**src/design/mgac_params.svh**
```systemverilog
// Timing figures and limits of the gate and arm controller
`ifndef MGAC_PARAMS_SVH
`define MGAC_PARAMS_SVH

// ----------------------------------------
// Clock and time units
// ----------------------------------------
`define MGAC_CLK_NS 32'h0000_000A
`define MGAC_US_NS 32'h0000_03E8
`define MGAC_US_PER_S 32'h000F_4240
// Cycles in one microsecond, rounded down
`define MGAC_US_CYC (`MGAC_US_NS / `MGAC_CLK_NS)
// Fastest sampling interval, 71 ns
`define MGAC_MIN_IVL_NS 32'h0000_0047
// Least spacing, so rounded up
`define MGAC_MIN_IVL_CYC \
	((`MGAC_MIN_IVL_NS + `MGAC_CLK_NS - 32'h1) / `MGAC_CLK_NS)
// Cycles after reset until edge detection sees true pin levels
`define MGAC_SETTLE_CYC 3'h5

// ----------------------------------------
// Block limits
// ----------------------------------------
// Maximum sampling time, 320 s after arming
`define MGAC_MAX_SAMPLE_S 32'h0000_0140
`define MGAC_TS_MAX_EVT 27'h000_7D00
`define MGAC_TS_MAX_EVT_PH 27'h000_3E80
`define MGAC_HH_MAX_EVT 27'h5F5_E0FF
// Gate time 1 us to 10 s
`define MGAC_GATE_MIN_US 24'h00_0001
`define MGAC_GATE_MAX_S 32'h0000_000A
// Arming delay 1 us to 1 s
`define MGAC_DLY_MIN_US 20'h0_0001
`define MGAC_DLY_MAX_S 32'h0000_0001
// Event delay table size and ceiling
`define MGAC_DLY_CODES 6'h27
`define MGAC_DLY_EVT_MAX 15'h7530
// Interval codes: MIN plus twelve steps
`define MGAC_IVL_CODES 4'hD

`endif

```
**src/design/mgac_pkg.sv**
```systemverilog
// Types shared by the gate and arm controller
package mgac_pkg;

	// ----------------------------------------
	// Mode enumerations
	// ----------------------------------------
	typedef enum logic [1:0] {GATE_EVENT, GATE_TIME, GATE_EXT} mgac_gate_t;
	typedef enum logic {SAMP_TSTAMP, SAMP_HIST} mgac_samp_t;
	typedef enum logic [2:0] {
		FN_PERIOD, FN_TINT, FN_PWIDTH, FN_PHASE, FN_DUTY
	} mgac_func_t;
	typedef enum logic [1:0] {DLY_OFF, DLY_TIME, DLY_EVENT} mgac_dly_t;
	typedef enum logic [1:0] {INH_OFF, INH_POS, INH_NEG} mgac_inh_t;
	typedef enum logic [1:0] {
		END_NONE, END_COUNT, END_GATE, END_MAXTIME
	} mgac_end_t;

	// ----------------------------------------
	// Configuration, caught at block start
	// ----------------------------------------
	typedef struct packed {
		mgac_gate_t gate;
		mgac_samp_t samp;
		mgac_func_t func;
		logic chan_b;
		logic [26:0] evt_limit;
		logic [23:0] gate_us;
		logic gate_neg;
		logic arm_ext;
		logic arm_fall;
		mgac_dly_t dly;
		logic [19:0] dly_us;
		logic [5:0] dly_code;
		mgac_inh_t inh;
		logic [3:0] ivl_code;
	} mgac_cfg_t;

	// ----------------------------------------
	// Status of the running block
	// ----------------------------------------
	typedef struct packed {
		logic active;
		logic armed;
		logic gate_open;
		mgac_end_t end_cause;
		logic [26:0] evt_count;
		logic cfg_error;
	} mgac_stat_t;

endpackage : mgac_pkg

```
**src/design/mgac_gate_arm_ctrl.sv**
```systemverilog
// Gate, arm, delay and inhibit sequencing for one measurement block
`timescale 1ns/1ps
`default_nettype none
`include "mgac_params.svh"

// Function
// - Time-stamp event limit up to 32000
// - Phase and duty limit up to 16000
// - Histogram event limit up to 99999999
// - Force block end 320 s after arming
// - Time gate lasts 1 us to 10 s
// - Time gate ends early at mode maximum
// - External gate measures at chosen level
// - External gate ends at maximum count/time
// - Intervals 71 ns to 4 ms; histogram fastest
// - External gate disables arming settings
// - Arm automatically or from external input
// - External arm on chosen edge
// - Arm delay: none, time or events
// - Time delay 1 us to 1 s
// - Event delay from decade steps, max 30000
// - Delay events on measuring channel, A for TI
// - Inhibit suspends measurement at active level
// - Inhibit honoured only first 320 s
// - Event, time and external gate types
module mgac_gate_arm_ctrl import mgac_pkg::*; #(
	parameter logic [28:0] MAX_SAMPLE_US =
		29'(`MGAC_MAX_SAMPLE_S * `MGAC_US_PER_S)
) (
	input wire logic clk_sys_i,
	input wire logic rst_i,
	input wire mgac_cfg_t cfg_i,
	input wire logic start_i,
	input wire logic external_arm_gate_input_i,
	input wire logic inhibit_i,
	input wire logic channel_a_input_i,
	input wire logic channel_b_input_i,
	output mgac_stat_t stat_o,
	output logic sample_tick_o,
	output logic block_done_o
);

	// ----------------------------------------
	// Constants
	// ----------------------------------------
	localparam logic [6:0] US_CYC = 7'(`MGAC_US_CYC);
	localparam logic [3:0] MIN_CYC = 4'(`MGAC_MIN_IVL_CYC);
	localparam logic [23:0] GATE_MAX_US =
		24'(`MGAC_GATE_MAX_S * `MGAC_US_PER_S);
	localparam logic [19:0] DLY_MAX_US =
		20'(`MGAC_DLY_MAX_S * `MGAC_US_PER_S);

	typedef enum logic [2:0] {
		ST_IDLE, ST_WAIT_ARM, ST_DLY_TIME, ST_DLY_EVT, ST_MEASURE
	} mgac_state_t;

	// ----------------------------------------
	// Declarations
	// ----------------------------------------
	mgac_cfg_t cfg; // Settings held for the block
	mgac_state_t state;
	mgac_state_t next_state;
	logic [3:0] pins; // Filtered pin levels
	logic [3:0] pins_prev; // For edge detection
	logic [2:0] settle; // Cycles since reset, saturating
	logic edge_ok; // Synchroniser flushed
	logic ext_s;
	logic inh_s;
	logic a_rise;
	logic b_rise;
	logic ext_rise;
	logic ext_fall;
	logic arm_edge;
	logic evt; // Event on the counted channel
	logic [6:0] us_pre; // Microsecond prescaler
	logic us_tick;
	logic [28:0] since_arm; // Microseconds since arming
	logic max_time;
	logic [23:0] tmr_us; // Delay or gate timer
	logic [14:0] dly_cnt; // Skipped events
	logic [26:0] evt_cnt;
	logic [26:0] mode_max;
	logic [26:0] evt_lim;
	logic [23:0] gate_lim;
	logic [19:0] dly_lim;
	logic [14:0] dly_evts;
	logic inh_act;
	logic ext_ok;
	logic gate_open;
	logic armed;
	logic end_cnt;
	logic end_gate;
	logic [3:0] ivl_cyc; // Fast interval counter
	logic [11:0] ivl_us; // Slow interval counter
	logic [3:0] ivl_eff;
	logic ivl_hit;
	mgac_end_t end_cause;
	logic cfg_err;

	// ----------------------------------------
	// Lookup functions
	// ----------------------------------------
	// Event delay: digit 1..9 times a decade
	function automatic logic [14:0] dly_table(input logic [5:0] code);
		logic [2:0] dec;
		logic [14:0] val;
		dec = 3'(code / 6'h09);
		val = 15'(code % 6'h09) + 15'h0001;
		for (int i = 0; i < 4; i++) begin
			if (i < int'(dec)) begin
				val = 15'(val * 15'h000A);
			end
		end
		if (code >= `MGAC_DLY_CODES) begin
			val = `MGAC_DLY_EVT_MAX;
		end
		return val;
	endfunction : dly_table

	// Slow intervals in us: 1-2-4 steps per decade
	function automatic logic [11:0] ivl_table(input logic [3:0] code);
		logic [3:0] k;
		logic [11:0] val;
		k = code - 4'h1;
		case (k % 4'h3)
			4'h0: val = 12'h001;
			4'h1: val = 12'h002;
			default: val = 12'h004;
		endcase
		for (int i = 0; i < 3; i++) begin
			if (i < int'(k / 4'h3)) begin
				val = 12'(val * 12'h00A);
			end
		end
		return val;
	endfunction : ivl_table

	// ----------------------------------------
	// Pin synchronisation
	// ----------------------------------------
	mgac_sync #(
		.W(4)
	) u_sync (
		.clk_sys_i(clk_sys_i),
		.rst_i(rst_i),
		.pin_i({external_arm_gate_input_i, inhibit_i,
			channel_b_input_i, channel_a_input_i}),
		.level_o(pins)
	);

	// Previous levels for edge detection; edges stay masked until the
	// chain has flushed, so a pin idling high gives no false edge
	always_ff @(posedge clk_sys_i) begin
		if (rst_i) begin
			pins_prev <= 4'h0;
			settle <= 3'h0;
		end else begin
			pins_prev <= pins;
			if (settle != `MGAC_SETTLE_CYC) begin
				settle <= settle + 3'h1;
			end
		end
	end

	assign ext_s = pins[3];
	assign inh_s = pins[2];
	assign edge_ok = (settle == `MGAC_SETTLE_CYC);
	assign a_rise = edge_ok & pins[0] & ~pins_prev[0];
	assign b_rise = edge_ok & pins[1] & ~pins_prev[1];
	assign ext_rise = edge_ok & pins[3] & ~pins_prev[3];
	assign ext_fall = edge_ok & ~pins[3] & pins_prev[3];
	assign arm_edge = cfg.arm_fall ? ext_fall : ext_rise;
	assign evt = (cfg.func == FN_TINT || !cfg.chan_b) ? a_rise : b_rise;

	// ----------------------------------------
	// Effective limits
	// ----------------------------------------
	// Clamp settings so a bad value cannot stall
	always_comb begin
		if (cfg.samp == SAMP_HIST) begin
			mode_max = `MGAC_HH_MAX_EVT;
		end else if (cfg.func == FN_PHASE || cfg.func == FN_DUTY) begin
			mode_max = `MGAC_TS_MAX_EVT_PH;
		end else begin
			mode_max = `MGAC_TS_MAX_EVT;
		end
		// Other gates still stop at the mode ceiling
		evt_lim = mode_max;
		if (cfg.gate == GATE_EVENT && cfg.evt_limit < mode_max) begin
			evt_lim = (cfg.evt_limit == 27'h0) ? 27'h1 : cfg.evt_limit;
		end
		gate_lim = cfg.gate_us;
		if (cfg.gate_us < `MGAC_GATE_MIN_US) begin
			gate_lim = `MGAC_GATE_MIN_US;
		end else if (cfg.gate_us > GATE_MAX_US) begin
			gate_lim = GATE_MAX_US;
		end
		dly_lim = cfg.dly_us;
		if (cfg.dly_us < `MGAC_DLY_MIN_US) begin
			dly_lim = `MGAC_DLY_MIN_US;
		end else if (cfg.dly_us > DLY_MAX_US) begin
			dly_lim = DLY_MAX_US;
		end
	end

	assign dly_evts = dly_table(cfg.dly_code);

	// Flag settings that were clamped or unavailable
	always_comb begin
		cfg_err = 1'b0;
		if (cfg.gate == GATE_EVENT &&
			(cfg.evt_limit == 27'h0 || cfg.evt_limit > mode_max)) begin
			cfg_err = 1'b1;
		end
		if (cfg.gate == GATE_TIME && gate_lim != cfg.gate_us) begin
			cfg_err = 1'b1;
		end
		if (cfg.gate != GATE_EXT && cfg.arm_ext) begin
			if (cfg.dly == DLY_TIME && dly_lim != cfg.dly_us) begin
				cfg_err = 1'b1;
			end
			if (cfg.dly == DLY_EVENT && cfg.dly_code >= `MGAC_DLY_CODES) begin
				cfg_err = 1'b1;
			end
		end
		// Phase and duty do not exist in histogram mode
		if (cfg.samp == SAMP_HIST &&
			(cfg.func == FN_PHASE || cfg.func == FN_DUTY)) begin
			cfg_err = 1'b1;
		end
		if (cfg.ivl_code >= `MGAC_IVL_CODES) begin
			cfg_err = 1'b1;
		end
	end

	// ----------------------------------------
	// Configuration capture
	// ----------------------------------------
	// Held for the block so edits do not upset it
	always_ff @(posedge clk_sys_i) begin
		if (rst_i) begin
			cfg <= '0;
		end else if (start_i && state == ST_IDLE) begin
			cfg <= cfg_i;
		end
	end

	// ----------------------------------------
	// Microsecond base and arm timer
	// ----------------------------------------
	// Free-running prescaler
	always_ff @(posedge clk_sys_i) begin
		if (rst_i) begin
			us_pre <= 7'h00;
		end else if (us_pre == US_CYC - 7'h01) begin
			us_pre <= 7'h00;
		end else begin
			us_pre <= us_pre + 7'h01;
		end
	end

	assign us_tick = (us_pre == US_CYC - 7'h01);
	assign armed = (state == ST_DLY_TIME || state == ST_DLY_EVT ||
		state == ST_MEASURE);

	// Elapsed time since arming, saturating
	always_ff @(posedge clk_sys_i) begin
		if (rst_i) begin
			since_arm <= 29'h0000_0000;
		end else if (!armed) begin
			since_arm <= 29'h0000_0000;
		end else if (us_tick && !max_time) begin
			since_arm <= since_arm + 29'h0000_0001;
		end
	end

	assign max_time = (since_arm >= MAX_SAMPLE_US);

	// ----------------------------------------
	// Gating terms
	// ----------------------------------------
	// inhibit at active level
	assign inh_act = (cfg.inh != INH_OFF) && !max_time &&
		((cfg.inh == INH_POS) ? inh_s : !inh_s);
	assign ext_ok = (cfg.gate != GATE_EXT) ||
		(cfg.gate_neg ? !ext_s : ext_s);
	assign gate_open = (state == ST_MEASURE) && !inh_act && ext_ok;

	assign end_cnt = (evt_cnt >= evt_lim);
	assign end_gate = (cfg.gate == GATE_TIME) && (tmr_us >= gate_lim);

	// ----------------------------------------
	// Sequencer
	// ----------------------------------------
	// three gate types
	always_comb begin
		next_state = state;
		case (state)
			ST_IDLE: begin
				if (start_i) begin
					if (cfg_i.gate == GATE_EXT || !cfg_i.arm_ext) begin
						next_state = ST_MEASURE;
					end else begin
						next_state = ST_WAIT_ARM;
					end
				end
			end
			ST_WAIT_ARM: begin
				if (arm_edge) begin
					case (cfg.dly)
						DLY_TIME: next_state = ST_DLY_TIME;
						DLY_EVENT: next_state = ST_DLY_EVT;
						default: next_state = ST_MEASURE;
					endcase
				end
			end
			ST_DLY_TIME: begin
				if (max_time) begin
					next_state = ST_IDLE;
				end else if (tmr_us >= 24'(dly_lim)) begin
					next_state = ST_MEASURE;
				end
			end
			ST_DLY_EVT: begin
				if (max_time) begin
					next_state = ST_IDLE;
				end else if (dly_cnt >= dly_evts) begin
					next_state = ST_MEASURE;
				end
			end
			ST_MEASURE: begin
				if (end_cnt || max_time || end_gate) begin
					next_state = ST_IDLE;
				end
			end
			default: next_state = ST_IDLE;
		endcase
	end

	// State register
	always_ff @(posedge clk_sys_i) begin
		if (rst_i) begin
			state <= ST_IDLE;
		end else begin
			state <= next_state;
		end
	end

	// Timer restarts on every state change
	always_ff @(posedge clk_sys_i) begin
		if (rst_i) begin
			tmr_us <= 24'h00_0000;
		end else if (next_state != state) begin
			tmr_us <= 24'h00_0000;
		end else if (us_tick && tmr_us != 24'hFF_FFFF) begin
			tmr_us <= tmr_us + 24'h00_0001;
		end
	end

	// Delay event counter
	always_ff @(posedge clk_sys_i) begin
		if (rst_i) begin
			dly_cnt <= 15'h0000;
		end else if (state != ST_DLY_EVT) begin
			dly_cnt <= 15'h0000;
		end else if (evt) begin
			dly_cnt <= dly_cnt + 15'h0001;
		end
	end

	// Measured events, counted only with gate open
	always_ff @(posedge clk_sys_i) begin
		if (rst_i) begin
			evt_cnt <= 27'h000_0000;
		end else if (start_i && state == ST_IDLE) begin
			evt_cnt <= 27'h000_0000;
		end else if (gate_open && evt && !end_cnt) begin
			evt_cnt <= evt_cnt + 27'h000_0001;
		end
	end

	// End cause and completion pulse
	always_ff @(posedge clk_sys_i) begin
		if (rst_i) begin
			end_cause <= END_NONE;
			block_done_o <= 1'b0;
		end else begin
			block_done_o <= 1'b0;
			if (start_i && state == ST_IDLE) begin
				end_cause <= END_NONE;
			end else if (armed && next_state == ST_IDLE) begin
				block_done_o <= 1'b1;
				// Count first, then time limit, then gate
				if (state == ST_MEASURE && end_cnt) begin
					end_cause <= END_COUNT;
				end else if (max_time) begin
					end_cause <= END_MAXTIME;
				end else begin
					end_cause <= END_GATE;
				end
			end
		end
	end

	// ----------------------------------------
	// Sampling interval
	// ----------------------------------------
	// histogram forced to fastest
	assign ivl_eff = (cfg.samp == SAMP_HIST ||
		cfg.ivl_code >= `MGAC_IVL_CODES) ? 4'h0 : cfg.ivl_code;
	assign ivl_hit = (ivl_eff == 4'h0) ? (ivl_cyc >= MIN_CYC - 4'h1) :
		(us_tick && ivl_us >= ivl_table(ivl_eff) - 12'h001);

	// Interval counters; restart while the gate is shut
	always_ff @(posedge clk_sys_i) begin
		if (rst_i) begin
			ivl_cyc <= 4'h0;
			ivl_us <= 12'h000;
			sample_tick_o <= 1'b0;
		end else if (!gate_open) begin
			ivl_cyc <= 4'h0;
			ivl_us <= 12'h000;
			sample_tick_o <= 1'b0;
		end else begin
			sample_tick_o <= ivl_hit;
			ivl_cyc <= ivl_hit ? 4'h0 : ivl_cyc + 4'h1;
			if (ivl_hit) begin
				ivl_us <= 12'h000;
			end else if (us_tick) begin
				ivl_us <= ivl_us + 12'h001;
			end
		end
	end

	// ----------------------------------------
	// Status outputs
	// ----------------------------------------
	// Registered copy of block state
	always_ff @(posedge clk_sys_i) begin
		if (rst_i) begin
			stat_o <= '0;
		end else begin
			stat_o.active <= (state != ST_IDLE);
			stat_o.armed <= armed;
			stat_o.gate_open <= gate_open;
			stat_o.end_cause <= end_cause;
			stat_o.evt_count <= evt_cnt;
			stat_o.cfg_error <= cfg_err;
		end
	end

endmodule : mgac_gate_arm_ctrl
`default_nettype wire

```
**src/design/mgac_sync.sv**
```systemverilog
// Three-stage pin synchroniser with agreement filter
`timescale 1ns/1ps
`default_nettype none

module mgac_sync #(
	parameter int W = 4
) (
	input wire logic clk_sys_i,
	input wire logic rst_i,
	input wire logic [W-1:0] pin_i,
	output logic [W-1:0] level_o
);

	// Stage flops, one chain per bit
	logic [W-1:0] s1;
	logic [W-1:0] s2;
	logic [W-1:0] s3;

	// ----------------------------------------
	// Per-bit chain
	// ----------------------------------------
	for (genvar b = 0; b < W; b++) begin : g_bit
		// First stage feeds only the second
		always_ff @(posedge clk_sys_i) begin
			if (rst_i) begin
				s1[b] <= 1'b0;
				s2[b] <= 1'b0;
				s3[b] <= 1'b0;
				level_o[b] <= 1'b0;
			end else begin
				s1[b] <= pin_i[b];
				s2[b] <= s1[b];
				s3[b] <= s2[b];
				// Accept a change once two stages agree
				if (s2[b] == s3[b]) begin
					level_o[b] <= s3[b];
				end
			end
		end
	end

endmodule : mgac_sync
`default_nettype wire

```
**config.mk**
```make
export PLATFORM = sky130hd
export DESIGN_NAME = mgac_gate_arm_ctrl
export DESIGN_NICKNAME = d
export VERILOG_FILES = /design/src/design/mgac_pkg.sv /design/src/design/mgac_gate_arm_ctrl.sv /design/src/design/mgac_sync.sv
export VERILOG_INCLUDE_DIRS = /design/src /design/src/design
export SDC_FILE = /design/constraint.sdc
export NUM_CORES = 1
export LEC_CHECK = 0
export BUFFER_PORTS_ARGS = -buffer_cell sky130_fd_sc_hd__buf_4
export CAP_MARGIN = 5
export CORE_MARGIN = 2
export CORE_UTILIZATION = 40
export DETAILED_ROUTE_END_ITERATION = 10
export GPL_TIMING_DRIVEN = 0
export PLACE_DENSITY = 0.66
export SLEW_MARGIN = 20
export SYNTH_ARGS = -nofsm -noshare
export SYNTH_HDL_FRONTEND = slang
export SYNTH_SLANG_ARGS = --single-unit
```
**constraint.sdc**
```tcl
create_clock -name clk_sys_i -period 32.9 [get_ports clk_sys_i]
set_input_delay 4.935 -clock clk_sys_i [delete_from_list [all_inputs] [get_ports clk_sys_i]]
set_output_delay 4.935 -clock clk_sys_i [all_outputs]
set_load 0.02 [all_outputs]
```
==> out/qor.json <==
{
  "critical_path": {
    "crit_path_top_delay_cell": "sky130_fd_sc_hd__nor3b_1",
    "start_to_end_type_of_the_worst_setup_path": "reg -> reg",
    "worst_setup_path_start_kind": "flop",
    "path_common_cell": "sky130_fd_sc_hd__ha_1",
    "cp_max_fo": 10,
    "critical_path_required_ps": 33330,
    "cp_data_arrival_time_ps": 13230,
    "crit_path_end_kind": "flop",
    "slowest_stage_delay_cp_ps": 610
  },
  "grt": {
    "global_route.usage.total": 0.204,
    "grt_antenna_before_repair": 0,
    "grt_pass1_wl_mm": 85.1,
    "grt_pass1_vias": 17200,
    "globalRoute.totalOverflow": 0,
    "grt_max_degree": 24
  },
  "clocking": {
    "cts_made_buffers": 28,
    "cts_resized": 0,
    "clock_latency_on_the_worst_skew_pair_ps": 560,
    "htree_levels": 1,
    "cts-root-to-sink-buffers": 3,
    "tritoncts_clock_tree": "yes",
    "post_cts_setup_bufs": 0,
    "clockRootBuffer": "sky130_fd_sc_hd__clkbuf_16",
    "clkSlewWorstSetupHoldPaths_ps": 60,
    "clkSinkCount": 275,
    "cts_hold_repair.buffers": 0
  },
  "layout": {
    "flow.area_growth_from_synthesis_pct": 14.1,
    "drive_gt1_frac": 0.0944,
    "area.sequential_mm2": 0.00551,
    "fin_nets": 2948,
    "multi_input_area_mm2": 0.0131,
    "most_frequent_standard_cell_in_the_layout_excluding_fill_and_tap_cells": "sky130_fd_sc_hd__nand2_1",
    "diodes": 0,
    "fillCellCount": 4606,
    "most_frequent_cells_in_the_layout": "sky130_fd_sc_hd__nand2_1, sky130_fd_sc_hd__dfxtp_1, sky130_fd_sc_hd__ha_1, sky130_fd_sc_hd__a21oi_1, sky130_fd_sc_hd__nor2_1"
  },
  "detailed_routing": {
    "drt-total-wl_mm": 52.1,
    "vias": 17600,
    "wl_per_cell_um": 16.2,
    "final_antenna_net_count": 0,
    "route.detailed.drc": 0,
    "drt_pass1_iterations": 5,
    "detail_route.iter0.violations": 1006,
    "viasPerCell": 5.47
  },
  "die": {
    "die_x_um": 224,
    "io-pin-count": 137,
    "initial_cell_density_of_the_core": 0.405,
    "core_region_area_mm2": 0.0477,
    "num_rows": 80,
    "die_area_mm2": 0.0501,
    "die_y_um": 224
  },
  "flow_run": {
    "max_cap_viol_count": 0
  },
  "logic_synthesis": {
    "async_reset_ff_frac": 0,
    "synthesis.instances": 2424,
    "synth-edff-count": 0,
    "synth.distinct_cells": 104,
    "synth_warnings": 0,
    "post_synthesis_cell_area_mm2": 0.0193,
    "synthesized_net_count": 2783,
    "syn_area_per_cell_um2": 7.97,
    "postSynthRegisterBits": 275,
    "synth-main-ff-cell": "sky130_fd_sc_hd__dfxtp_1",
    "synth_sequential_area_ratio": 0.285
  },
  "power_and_ir_drop": {
    "irDropWorstVdd_mv": 0.0377,
    "power.leakage_nw": 9.36,
    "power_density_mw_per_mm2": 64.5
  },
  "placed_design": {
    "io_buffer_count": 135,
    "place_worst_setup_slack_ps": 20200,
    "gpl.final_weighted_congestion": 0.923,
    "dp_hpwl_mm": 41.4
  },
  "timing": {
    "finalWorstSetupSlack_ps": 20090,
    "timing.final.hold_violations": 0,
    "worstMarginPinSlew_ps": 1020,
    "timing.final.crit_period_ps": 12810,
    "period_utilisation_layout": 0.389,
    "relSlewSlack": 0.311,
    "final.setup_skew_ps": 8.30,
    "finalSetupViolCount": 0,
    "rsz0062_at_grt": "no",
    "setup_total_negative_slack_ps": 0,
    "hold_slack_ps": 446,
    "fmax_mhz": 78.1,
    "final-max-slew-violation-count": 0
  },
  "outcome": {
    "status": "finished, final reports clean"
  },
  "min_path": {
    "hp-class": "reg -> reg"
  }
}
## sequential cells by signal, summed over array words and instances, names as in the netlist, 4 cells and up
register,count
u_sync.s2,4
ivl_cyc,4
cfg,95
u_sync.s1,4
us_pre,7
stat_o,33
ivl_us,12
tmr_us,24
dly_cnt,15
u_sync.s3,4
since_arm,29
u_sync.level_o,4
evt_cnt,27
## metal layers
layer / wire length, um / GRT usage / up-vias
met1: 24600 / 0.274 / 8285
li1: - / - / 8877
met4: 1340 / 0.0628 / 0
met2: 24000 / 0.347 / 386
met5: 0 / 0 / -
met3: 2140 / 0.0199 / 83
## worst max-delay path, delay by kind of cell (launching register included)
kind | cells | cell delay, ps
AOI/OAI and AO/OA | 14 | 3340
xor gates and xnor gates | 10 | 1790
adders and majority gates | 10 | 3340
buffers and inverters | 4 | 910
DFF | 1 | 310
muxes | 1 | 320
and+or+nand+nor | 12 | 2700
## per-stage QoR
stage	utilization	total power (W)	area [um2]	cells
after global placement	0.442	0.00107	21100	3174
after global routing	0.462	0.00154	22000	3222
final	0.462	0.00142	22000	3222
after floorplan	-	0.000933	19300	2424
after detailed placement	0.442	0.00109	21100	3174
after CTS	0.462	0.00143	22000	3222
## cells in the mapped netlist, types with 27 or more instances
| library cell | instances | area share |
|---|---|---|
| sky130_fd_sc_hd__xnor2_1 | 89 | 0.040 |
| sky130_fd_sc_hd__nand2_1 | 370 | 0.072 |
| sky130_fd_sc_hd__xor2_1 | 66 | 0.030 |
| sky130_fd_sc_hd__a21o_1 | 56 | 0.022 |
| sky130_fd_sc_hd__nor3_1 | 46 | 0.012 |
| sky130_fd_sc_hd__dfxtp_1 | 275 | 0.28 |
| sky130_fd_sc_hd__or3_1 | 29 | 0.0094 |
| sky130_fd_sc_hd__ha_1 | 251 | 0.16 |
| sky130_fd_sc_hd__o21ai_0 | 94 | 0.024 |
| sky130_fd_sc_hd__a21oi_1 | 228 | 0.059 |
| sky130_fd_sc_hd__nor2_1 | 211 | 0.041 |
| sky130_fd_sc_hd__o21a_1 | 27 | 0.010 |
| sky130_fd_sc_hd__clkbuf_1 | 64 | 0.012 |
| sky130_fd_sc_hd__nor2b_1 | 60 | 0.019 |
| sky130_fd_sc_hd__nand4_1 | 38 | 0.012 |
| sky130_fd_sc_hd__nand3_1 | 64 | 0.017 |
| sky130_fd_sc_hd__inv_1 | 89 | 0.017 |
## cell type report
class                           count  share of cell area
Multi-Input combinational cell   1963               0.593
Sequential cell                   275               0.250
Timing Repair Buffer              135              0.0460
Tap cell                          615              0.0349
Clock buffer                       35              0.0344
Buffer                             93              0.0182
Inverter                           93              0.0158
Clock inverter                     13             0.00817
## power by group
| part | switching, W | leakage, nW | internal, W | total [W] |
|---|---|---|---|---|
| clock network | 0.000135 | 0.452 | 0.000194 | 0.000329 |
| registers | 0.0000127 | 2.23 | 0.000344 | 0.000357 |
| logic | 0.000416 | 6.68 | 0.000321 | 0.000737 |
## cells by family after synthesis
family	after synthesis	synth area share
buffers and inverters	186	0.0388
DFF	275	0.285
and+or+nand+nor	970	0.240
AOI/OAI and AO/OA	551	0.180
other	1	0.000194
xor gates and xnor gates	157	0.0722
adders and majority gates	258	0.169
muxes	26	0.0147
## worst paths after layout
path | slack (ps) | end | depth (start not counted) | startpoint
worst max-delay path | 20090 | tmr_us[8] | 51 | cfg[8]
worst min-delay path | 450 | u_sync.s2[3] | 1 | u_sync.s1[3]
worst max register to register | 20090 | tmr_us[8] | 51 | cfg[8]
worst min register to register | 450 | u_sync.s2[3] | 1 | u_sync.s1[3]
Power figures use the tool's default switching activity.
